`src/sensor_event_pkg.sv`:
```
// shared constants for the sensor event pin logic
package sensor_event_pkg;
	// ---------------------------------------------------------------
	// widths and field positions
	// ---------------------------------------------------------------
	localparam int COUNT_W = 16;
	localparam int PERS_W = 3;
	localparam int FLAG_W = 4;
	// flag bit positions in the event latch
	localparam int FLAG_PROX_CLOSE = 0;
	localparam int FLAG_PROX_AWAY = 1;
	localparam int FLAG_LIGHT_HIGH = 2;
	localparam int FLAG_LIGHT_LOW = 3;
	// ---------------------------------------------------------------
	// reset values
	// ---------------------------------------------------------------
	localparam logic [3:0] FLAGS_RESET = 4'h0;
	localparam logic PIN_IDLE = 1'b1;
	localparam logic [2:0] PERS_RESET = 3'h0;
	// mode select encodings
	localparam logic MODE_NORMAL = 1'b0;
	localparam logic MODE_LOGIC_OUT = 1'b1;

	typedef enum logic [1:0] {
		PROX_FAR = 2'b00,
		PROX_NEAR = 2'b01
	} prox_state_t;
endpackage : sensor_event_pkg

```
`src/sensor_event_pin_logic.sv`:
```
// event latch, alert pin and proximity logic output for the sensor
// Contract
// - event latch holds two flags per light and proximity interrupt source
// - in normal mode, any flag rising from 0 to 1 drives the alert pin low
// - host read clears set flags after data returned; pin returns high
// - logic output mode: pin low while object near, high when away
// - logic mode pin shows only near/far; light events only in normal mode
// - proximity thresholds decide near/far in both modes
// - proximity event above upper threshold; none between the thresholds
// - enabled light event when count above upper or below lower threshold
// - proximity close event only after persistence count of periods above upper; away event on one sample below lower
`timescale 1ns/1ps
module sensor_event_pin_logic #(
	parameter int COUNT_W = sensor_event_pkg::COUNT_W,
	parameter int PERS_W = sensor_event_pkg::PERS_W
) (
	input wire logic clk,
	input wire logic resetn,
	// one-cycle strobes from the measurement engines, same clock
	input wire logic proximityDone,
	input wire logic [COUNT_W-1:0] proximityCount,
	input wire logic lightDone,
	input wire logic [COUNT_W-1:0] lightCount,
	// configuration
	input wire logic proximityInterruptEnable,
	input wire logic lightInterruptEnable,
	input wire logic proximityLogicOutputSelect,
	input wire logic [COUNT_W-1:0] proximityUpperThreshold,
	input wire logic [COUNT_W-1:0] proximityLowerThreshold,
	input wire logic [COUNT_W-1:0] lightUpperThreshold,
	input wire logic [COUNT_W-1:0] lightLowerThreshold,
	input wire logic [PERS_W-1:0] proximityPersistenceCount,
	// host read of the latch: pulse once the read data has been returned
	input wire logic flagReadDone,
	output logic [sensor_event_pkg::FLAG_W-1:0] eventFlags,
	output logic proximityNear,
	output logic alertOrPresencePin
);
	// ---------------------------------------------------------------
	// proximity near/far tracking with persistence
	// ---------------------------------------------------------------
	sensor_event_pkg::prox_state_t proxState_q, proxState_d;
	logic [PERS_W-1:0] persCnt_q, persCnt_d;
	logic proxCloseEvt, proxAwayEvt;
	// a lower threshold set above the upper one leaves no band between
	// them, so the hysteresis is lost; keeping them ordered is up to the host

	always_comb begin
		proxState_d = proxState_q;
		persCnt_d = persCnt_q;
		proxCloseEvt = 1'b0;
		proxAwayEvt = 1'b0;
		if (proximityDone) begin
			case (proxState_q)
				sensor_event_pkg::PROX_FAR: begin
					// between thresholds the state holds (hysteresis); the persistence count clears
					if (proximityCount > proximityUpperThreshold) begin
						// persistence 0 is treated as one period
						if (persCnt_q + 1'b1 >= proximityPersistenceCount) begin
							proxState_d = sensor_event_pkg::PROX_NEAR;
							proxCloseEvt = 1'b1;
							persCnt_d = sensor_event_pkg::PERS_RESET;
						end else begin
							persCnt_d = persCnt_q + 1'b1;
						end
					end else begin
						persCnt_d = sensor_event_pkg::PERS_RESET;
					end
				end
				default: begin
					if (proximityCount < proximityLowerThreshold) begin
						proxState_d = sensor_event_pkg::PROX_FAR;
						proxAwayEvt = 1'b1;
					end
					persCnt_d = sensor_event_pkg::PERS_RESET;
				end
			endcase
		end
	end

	always_ff @(posedge clk) begin
		if (!resetn) begin
			proxState_q <= sensor_event_pkg::PROX_FAR;
			persCnt_q <= sensor_event_pkg::PERS_RESET;
		end else begin
			proxState_q <= proxState_d;
			persCnt_q <= persCnt_d;
		end
	end

	// ---------------------------------------------------------------
	// event latch and alert pin
	// ---------------------------------------------------------------
	logic [sensor_event_pkg::FLAG_W-1:0] flags_q, flags_d, setMask;
	logic pin_q, pin_d, near_q;

	always_comb begin
		setMask = '0;
		setMask[sensor_event_pkg::FLAG_PROX_CLOSE] =
			proxCloseEvt & proximityInterruptEnable;
		setMask[sensor_event_pkg::FLAG_PROX_AWAY] =
			proxAwayEvt & proximityInterruptEnable;
		setMask[sensor_event_pkg::FLAG_LIGHT_HIGH] = lightDone
			& lightInterruptEnable
			& (lightCount > lightUpperThreshold);
		setMask[sensor_event_pkg::FLAG_LIGHT_LOW] = lightDone
			& lightInterruptEnable
			& (lightCount < lightLowerThreshold);
		// a new event in the clearing cycle survives the read
		flags_d = flagReadDone ? setMask : (flags_q | setMask);
		// logic mode reads the next proximity state, so the pin and the
		// near flop always change on the same edge
		if (proximityLogicOutputSelect == sensor_event_pkg::MODE_LOGIC_OUT)
			pin_d = (proxState_d != sensor_event_pkg::PROX_NEAR);
		else
			pin_d = (flags_d == '0);
	end

	always_ff @(posedge clk) begin
		if (!resetn) begin
			flags_q <= sensor_event_pkg::FLAGS_RESET;
			pin_q <= sensor_event_pkg::PIN_IDLE;
			near_q <= 1'b0;
		end else begin
			flags_q <= flags_d;
			pin_q <= pin_d;
			near_q <= (proxState_d == sensor_event_pkg::PROX_NEAR);
		end
	end

	assign eventFlags = flags_q;
	assign alertOrPresencePin = pin_q;
	assign proximityNear = near_q;
endmodule : sensor_event_pin_logic

```
`config.mk`:
```
export PLATFORM = sky130hd
export DESIGN_NAME = sensor_event_pin_logic
export DESIGN_NICKNAME = d
export VERILOG_FILES = /design/src/sensor_event_pkg.sv /design/src/sensor_event_pin_logic.sv
export SDC_FILE = /design/constraint.sdc
export NUM_CORES = 1
export LEC_CHECK = 0
export BUFFER_PORTS_ARGS = -buffer_cell sky130_fd_sc_hd__buf_4
export CELL_PAD_IN_SITES_DETAIL_PLACEMENT = 0
export CELL_PAD_IN_SITES_GLOBAL_PLACEMENT = 1
export CORE_MARGIN = 2
export CORE_UTILIZATION = 28
export DETAILED_ROUTE_END_ITERATION = 8
export PLACE_DENSITY_LB_ADDON = 0.15
export SLEW_MARGIN = 20
export SYNTH_ARGS = -nofsm -noshare
export SYNTH_HDL_FRONTEND = slang
export SYNTH_SLANG_ARGS = --single-unit
```
`constraint.sdc`:
```
create_clock -name clk -period 2 [get_ports clk]
set_input_delay 0.4 -clock clk [delete_from_list [all_inputs] [get_ports clk]]
set_output_delay 0.4 -clock clk [all_outputs]
set_load 0.03 [all_outputs]
```
; ---- Word level (Yosys, flattened, before mapping)
; Cells that the tools add are included.
[op_classes]
reduce_logical = 2
n_eq_ne = 2
order_cmp = 5
bitwise_logic = 6
mux = 17
addsub = 1
[ops]
columns = operator, n
row1 = $gt A16 B16 Y1, 2
row2 = $lt A16 B16 Y1, 2
row3 = $mux W2, 5
row4 = $mux W3, 3
row5 = $mux W1, 8
row6 = $and A1 B1 Y1, 5
row7 = $logic_not A4 Y1, 1
row8 = $mux W4, 1
row9 = $or A4 B4 Y4, 1
row10 = $add A3 B1 Y3 const B, 1
row11 = $ge A3 B3 Y1, 1
row12 = $eq A2 B1 Y1 const B, 1
row13 = $logic_not A2 Y1, 1
row14 = $ne A2 B1 Y1 const B, 1
[totals]
out_inout_bits = 6
input_bits = 107
reg_bits = 11
word_cells = 38

; ---- Depth between registers and ports, before layout
; Gate-level depths: netlist of the first run.
[logic_depth]
word_depth = 11
ltp_mapped = 9
mapped_depth_nobuf = 9

; ---- Least setup slack after synthesis of the first run
; Ideal clock, no wire load.
[synth_path]
kind = in2reg
start = input port proximityUpperThreshold[14]
end = register near_q (netlist: proximityNear)
stages = 9
t_arrival_ns = 1.997
setup_slack_ns = -0.121
setup_ns = 0.124
required_time_ns = 1.876
path_buffers = 0
path_cell_list = inv_1 > ha_1 > a21oi_2 > nand2_1 > a221o_1 > or3_1 > and3_1 > a22oi_1 > nor3b_1
[synth_via]
elab_chain_cells = 5
[synth_lines]
columns = element, line_no
row1 = start: declaration, sensor_event_pin_logic.sv:28  ; input wire logic [COUNT_W-1:0] proximityUpperThreshold,
row2 = $gt A16 B16 Y1, sensor_event_pin_logic.sv:57  ; if (proximityCount > proximityUpperThreshold) begin
row3 = $mux W2, sensor_event_pin_logic.sv:57
row4 = $mux W2, sensor_event_pin_logic.sv:54  ; case (proxState_q)
row5 = $mux W2, sensor_event_pin_logic.sv:53  ; if (proximityDone) begin
row6 = $eq A2 B1 Y1, sensor_event_pin_logic.sv:127  ; near_q <= (proxState_d == sensor_event_pkg::PROX_NEAR);
row7 = end signal: assignment, sensor_event_pin_logic.sv:127
row8 = end: declaration, sensor_event_pin_logic.sv:95  ; logic pin_q, pin_d, near_q;
; No other way between the ends.
; A chain may end at the register's enable or synchronous reset.

; ---- Worst setup path after layout of the first run
[layout_path]
start = input port proximityUpperThreshold[10]
end = register flags_q, in the netlist eventFlags[0]
[layout_via]
elab_chain_cells = 7
[layout_lines]
columns = element, line_no
row1 = $gt A16 B16 Y1 *, sensor_event_pin_logic.sv:57
row2 = $mux W1 *, sensor_event_pin_logic.sv:57
row3 = $mux W1 *, sensor_event_pin_logic.sv:54
row4 = $mux W1 *, sensor_event_pin_logic.sv:53
row5 = $and A1 B1 Y1 *, sensor_event_pin_logic.sv:100  ; proxCloseEvt & proximityInterruptEnable;
row6 = $or A4 B4 Y4, sensor_event_pin_logic.sv:110  ; flags_d = flagReadDone ? setMask : (flags_q | setMask);
row7 = $mux W4 *, sensor_event_pin_logic.sv:110
row8 = end signal: assignment, sensor_event_pin_logic.sv:121  ; flags_q <= sensor_event_pkg::FLAGS_RESET;
row9 = end signal: assignment, sensor_event_pin_logic.sv:125  ; flags_q <= flags_d;
row10 = end: declaration, sensor_event_pin_logic.sv:94  ; logic [sensor_event_pkg::FLAG_W-1:0] flags_q, flags_d, setMask;
; Mark *: on every way between the ends. The rest lies on a longest branch, timed or not.

==> results of run 1 <==
## layer usage
metal	share of wire (%)	global-route usage (%)
met5	0	0
met4	0.38	1.54
met3	4.6	2.59
met2	52	28.3
met1	43	16.9
## where the power goes
part	internal (µW)	switching (µW)	leakage [µW]
sequential	227	4.81	0.0000893
combinational	359	268	0.00179
clock	140	78.4	0.0000228
total	726	351	0.00190
## synthesized netlist by cell type, types with 2 or more instances
cell type	count	area, µm²
nand3_1	3	15.0
nor2b_1	4	25.0
a22oi_1	2	15.0
a211o_1	2	17.5
and2_1	2	12.5
nand4_1	11	68.8
and3_1	2	12.5
a2111oi_0	2	17.5
o21ai_0	8	40.0
nand2b_1	5	31.3
a21oi_1	23	115
o21a_1	3	22.5
nand2_1	14	52.6
nor3_1	2	10.0
a21o_1	4	30.0
nor3b_1	2	15.0
nor2_1	17	63.8
ha_1	66	826
a41oi_1	2	17.5
inv_1	67	251
or3_1	4	25.0
dfxtp_1	11	220
a32oi_1	2	17.5
a31oi_1	4	25.0
nand3b_1	2	15.0
o211ai_1	2	15.0
## state kept, by name, summed over array words and instances (netlist names)
signal              cells
eventFlags              4
proxState_q             2
proximityNear           1
alertOrPresencePin      1
persCnt_q               3
## critical path, delay by kind of cell
family / cells / cell delay (ns)
buffers and inverters: 3 / 0.32
AOI/OAI and AO/OA: 2 / 0.60
adders and majority gates: 1 / 0.20
and+or+nand+nor: 4 / 0.61
## worst min-delay path by stage
stage,startpoint,end,slack (ns),depth (start not counted)
floorplan,persCnt_q[1],persCnt_q[1],0.45,2
global placement,persCnt_q[1],persCnt_q[1],0.46,2
detailed placement,persCnt_q[1],persCnt_q[1],0.48,2
CTS,resetn,eventFlags[2],0.38,2
global route,resetn,eventFlags[2],0.38,2
finish,resetn,eventFlags[2],0.39,2
## per-stage QoR
| stage | util [%] | cells | setup TNS [ns] | hold slack, ns | total power (µW) |
|---|---|---|---|---|---|
| final | 48.9 | 525 | -0.0153 | 0.387 | 1080 |
| after floorplan | - | 281 | 0 | 0.450 | 528 |
| after CTS | 47.6 | 522 | 0 | 0.383 | 1070 |
| after global placement | 46.8 | 518 | -1.77 | 0.462 | 839 |
| after detailed placement | 46.8 | 518 | -1.86 | 0.478 | 844 |
| after global routing | 48.9 | 525 | -0.225 | 0.383 | 1190 |
## cell families after synthesis
kind of cell | after synthesis | synth area share, %
AOI/OAI and AO/OA | 62 | 19.1
and+or+nand+nor | 72 | 18.0
adders and majority gates | 66 | 39.5
xor gates and xnor gates | 1 | 0.419
DFF | 11 | 10.5
buffers and inverters | 69 | 12.4
## layout make-up
class | count | area [µm²] | area share, %
multi-input cells | 201 | 1830 | 51.5
clock buffers | 4 | 45.0 | 1.27
well taps | 99 | 124 | 3.49
inverters | 68 | 263 | 7.40
flip-flops and latches | 11 | 220 | 6.21
repair buffers | 142 | 1070 | 30.1
## repair_timing
item                                    in CTS  in global routing
endpoints found under the setup margin       2                  7
endpoints found under the hold margin        0                  0
pin swaps                                    4                 14
buffers inserted                             0                  3
gates resized for setup                      2                 19
==> reports/results.ini, run 1 <==
[logic_synthesis]
yosys_register_bits=11
netlist_instances=281
synthArstFlopShare_pct=0
synth_edf_count=0
netlist_area_um2=2090
synth_ff_type=dfxtp_1
yosysSeqAreaShare_pct=10.5
syn_avg_cell_area_um2=7.43
yosysUniqueCellTypes=41
synth_warnings=0
synth_nets=454

[cts]
numCtsBuffers=3
cts_htree_levels=1
cts_hold_buf=0
cts.sinks=11
clk_pin_slew_ns=0.05
clkLatencyLatePin_ns=0.23
cts_tree=yes
cts-root-buf=clkbuf_8
clock_path_buffers=2

[sta]
layout_min_cycle_time_ns=2.01
rsz0062_at_grt=true
finalSetupViolCount=2
slew_headroom_pct=61.8
finalHoldViolations=0
skew_ns=0.00309
period_share_pct=100
final-max-slew-violation-count=0
worst_pin_slew_ns=0.572
fmax_mhz=498
finalWorstSetupSlack_ns=-0.00848

[global_route]
antenna_found_initial=0
grt_pass1_wl_um=10000
grt_pass1_vias=2402
grtUsageTotal_pct=14.5
grt_remaining_overflow=0
grt_max_degree=12

[power_and_ir_drop]
power_density_nw_per_um2=304
peakVddDrop_uv=310
leakage_uw=0.00190

[flow_run]
max_cap_violations=0

[finish]
final_cell_area_um2=3550
layout_common_cells=141 x buf_4, 58 x inv_1, 56 x ha_1
drive_above_1_share_pct=42.7
synthToLayoutAreaGrowth_pct=69.9
layout_commonest_cell=buf_4
nNetsFinal=600
n_antenna_cell=0
n_fill_cell=736

[routing]
wl_per_cell_um=11.4
drtIter0Drc=21
dr.pass1.iters=4
vias=2363
drc=0
wirelength_um=5980
vias_per_cell=4.50
ant_nets=0

[setup_path]
reg2reg_from=persCnt_q[0]
crit_end=eventFlags[0]
cp_common_cell=buf_4
critPathArrivalTime_ns=2.13
cp_slowest_stage_delay_ns=0.40
reg2reg_slack_ns=0.11
worst-path-max-fanout=3
critPathSlowestCell=or3_4
worstSetupStartpoint=proximityUpperThreshold[10]
start_kind=primary input
worst_r2r_endpoint=eventFlags[0]
setup.worst_path.class=primary input to flop
crit_chain=buf_4 -> inv_2 -> ha_4 -> nand4_1 -> nor2_1 -> a221o_1 -> or3_4 -> a32oi_2 -> buf_4 -> nor2_2
end_kind=flop
reg2regPathDepth=8
worstPathRequired_ns=2.12

[die]
rows=31
die_area_um2=8160
coreArea_um2=7250
io_pins=113
die_h_um=90.4
dieWidth_um=90.4
start_util_pct=28.8

[status]
outcome=finished with violations
violations=negative setup slack

[placement]
portBuffers=112
finalWeightedCongestion=0.806
hpwl_um=5430
dpl-instance-area_um2=3390
place_ws_ns=-0.272

[hold_path]
hold_class=primary input to flop

Power figures use the tool's default switching activity.
==> run 2: changes to the inputs <==
Settings changed: ABC_AREA from default to 1, ABC_CLOCK_PERIOD_IN_PS from default to 2000.
==> run 2 against run 1 <==
The flow now finishes without violations. First-iteration DRC count up 52%. Sequential cell count did not move. Register-to-register slack gained 0.08 ns. Routed wire length down 9.0%. Maximum frequency increased by 11%. Clock-buffer cell count decreased by 1. Critical endpoint is now alertOrPresencePin.
==> reports/results.ini, run 2 <==
[logic_synthesis]
synthArstFlopShare_pct=0  ; unchanged
synth_xor_xnor_area_share_pct=0.396  ; -0.023 points
syn_avg_cell_area_um2=6.34  ; -15%
yosys_register_bits=11  ; unchanged
yosysUniqueCellTypes=22  ; -46%
post-synth-top-count-cell=inv_1
synthAdderAreaFrac_pct=37.3  ; -2.2 points
yosysSeqAreaShare_pct=9.95  ; -0.59 points
synth_top_family_by_area=adder cells
synth_top_cell_by_area=ha_1
synth_edf_count=0  ; unchanged
netlist_instances=349  ; +24%
synth.area.top_cells=ha_1 37%, inv_1 15%, nand2_1 14%
synth_mux_area_share_pct=0  ; unchanged
synth_warnings=0  ; unchanged
netlist_area_um2=2210  ; +5.9%
synthSimpleGateAreaFrac_pct=25.6  ; +7.5 points
synth_nets=522  ; +15%
synth_ff_type=dfxtp_1
synth.top_cells.by_count=91 x inv_1, 85 x nand2_1, 66 x ha_1
synth-compound-area-share_pct=11.1  ; -7.9 points
synth_top_cell_area_share_pct=37.3  ; -2.2 points

[finish]
synthToLayoutAreaGrowth_pct=46.3
final_core_utilization_pct=42.1  ; -6.8 points
largest_reg_flops=4  ; unchanged
layout_common_cells=113 x buf_4, 91 x inv_1, 85 x nand2_1
drive_above_1_share_pct=27.3  ; -15 points
nNetsFinal=639  ; +6.5%
n_antenna_cell=0  ; unchanged
layout_commonest_cell=buf_4

[routing]
wl_per_cell_um=9.59  ; -16%
top_layer=met3
drtIter0Drc=32  ; +52%
wirelength_um=5440  ; -9.0%
met2_length_um=2430  ; -22%
vias_per_cell=4.11  ; -8.6%
wl_met3_um=321  ; +16%
vias=2333  ; -1.3%
wl_met1_um=2690  ; +5.8%
dr.pass1.iters=3  ; -1
drc=0  ; unchanged
ant_nets=0  ; unchanged

[cts]
cts-root-buf=clkbuf_8
cts_tree=yes
cts.sinks=11  ; unchanged
cts_htree_levels=1  ; unchanged
clock_path_buffers=2  ; unchanged
clkLatencyLatePin_ns=0.24  ; about the same
numCtsBuffers=3  ; unchanged
clk_pin_slew_ns=0.05  ; about the same

[sta]
slew_headroom_pct=81.3  ; +19 points
finalSetupViolCount=0  ; -2
skew_ns=0.00171  ; -0.00138 ns
setup_tns_ns=0  ; +0.0153 ns
whs_ns=0.395  ; +0.00777 ns
layout_min_cycle_time_ns=1.81  ; -0.195 ns
worst_pin_slew_ns=0.279  ; -0.293 ns
period_share_pct=90.7  ; -9.7 points
fmax_mhz=551  ; +11%
final-max-slew-violation-count=0  ; unchanged
rsz0062_at_grt=false
finalHoldViolations=0  ; unchanged

[global_route]
grtUsageTotal_pct=12.5  ; -2.0 points
grt_max_degree=10  ; -2
grt_pass1_vias=2185  ; -9.0%
grt_remaining_overflow=0  ; unchanged
grt_pass1_wl_um=9030  ; -9.9%
antenna_found_initial=0  ; unchanged

[die]
dieWidth_um=92.9  ; +2.8%
start_util_pct=28.8  ; about the same
die_h_um=92.9  ; +2.8%
coreArea_um2=7690  ; +6.0%
die_area_um2=8630  ; +5.7%
rows=32  ; +3.2%
io_pins=113  ; unchanged

[setup_path]
reg2regPathDepth=12  ; +4
setup.worst_path.class=flop to flop
critPathArrivalTime_ns=1.99  ; -0.14 ns
end_kind=flop
worst-path-max-fanout=3  ; unchanged
worstPathRequired_ns=2.18  ; +0.06 ns
start_kind=flop

[hold_path]
hold_class=primary input to flop
holdPathStages=3  ; +1

[power_and_ir_drop]
power_density_nw_per_um2=318  ; +4.7%
p_int_uw=664  ; -8.6%
p_seq_share_pct=23.0  ; +1.5 points
peakVddDrop_uv=343  ; +11%
switchingPower_uw=365  ; +3.8%
leakage_uw=0.00206  ; +8.0%
combPwrFrac_pct=55.1  ; -3.1 points
p_sw_share_pct=35.4  ; +2.9 points
p_clk_share_pct=21.8  ; +1.6 points

[flow_run]
max_cap_violations=0  ; unchanged

[placement]
hpwl_um=5100  ; -6.0%
portBuffers=112  ; unchanged
finalWeightedCongestion=0.766  ; -4.9%

[status]
outcome=completed

run 2: cell count changes after synthesis, moves of 3 or more:
| cell | previous run | this run |
|---|---|---|
| nand2_1 | 14 | 85 |
| nand2b_1 | 5 | 0 |
| nand3_1 | 3 | 11 |
| or3_1 | 4 | 0 |
| nand4_1 | 11 | 4 |
| nor2b_1 | 4 | 0 |
| a21oi_1 | 23 | 33 |
| a21o_1 | 4 | 0 |
| nand2_2 | 0 | 3 |
| inv_1 | 67 | 91 |
| a31oi_1 | 4 | 0 |
run 2: cell type report:
class                   instances  area (µm²)
clock inverters                 1        5.00
flip-flops and latches         11         220
clock buffers                   3        41.3
fillers                       865        4450
well taps                     102         128
multi-input cells             246        1650
repair buffers                113         848
inverters                      91         342
run 2: cells by family (layout without fill, tap and decap cells):
kind of cell             after synthesis  after routing
AO/OA/AOI/OAI                         47             47
XOR/XNOR                               1              1
adder cells (fa/ha/maj)               66             66
buffers and inverters                 92            208
flip-flops                            11             11
AND/OR/NAND/NOR                      132            132
run 2: what timing repair did:
item                                    CTS  global route
endpoints found under the setup margin    0             1
gates resized for setup                   0             1
buffers inserted                          0             0
hold buffers                              0             0
run 2: critical path, stage by stage (launching register included):
cell	delay [ns]
dfxtp_1	0.31
ha_1	0.20
xor2_1	0.15
ha_1	0.31
a21oi_1	0.18
nand3_2	0.11
nand2_1	0.07
inv_1	0.04
nand4_1	0.10
nand2_1	0.06
nor2_1	0.09
nand3_1	0.07
nand3_1	0.07
run 2: power groups by stage:
| stage | sequential [µW] | combinational, µW | clock (µW) |
|---|---|---|---|
| after floorplan | 255 | 303 | 0 |
| after global placement | 242 | 567 | 0 |
| after detailed placement | 242 | 574 | 0 |
| after CTS | 237 | 577 | 234 |
| after global routing | 238 | 660 | 250 |
| final | 237 | 567 | 225 |
run 2: per-stage QoR:
step,instances,setup slack [ns],total power [µW],instance area [µm²]
finish,567,0.186,1030,3240
global route,567,0.000393,1150,3240
CTS,567,0.145,1050,3230
detailed placement,563,0.0777,815,3180
global placement,563,0.0824,809,3180
floorplan,349,0.248,558,2210
run 2: metal layers:
layer	track usage [%]	vias to the layer above
li1	-	1333
met1	16.7	945
met2	21.4	55
met3	2.28	0
met4	1.47	0
met5	0	-
run 2: worst paths after layout:
check                                  start                 end  slack, ns
setup / recovery                persCnt_q[0]  alertOrPresencePin       0.19
hold / removal    proximityLogicOutputSelect  alertOrPresencePin       0.39
setup reg to reg                persCnt_q[0]  alertOrPresencePin       0.19
hold reg to reg               proxState_q[1]      proxState_q[1]       0.48
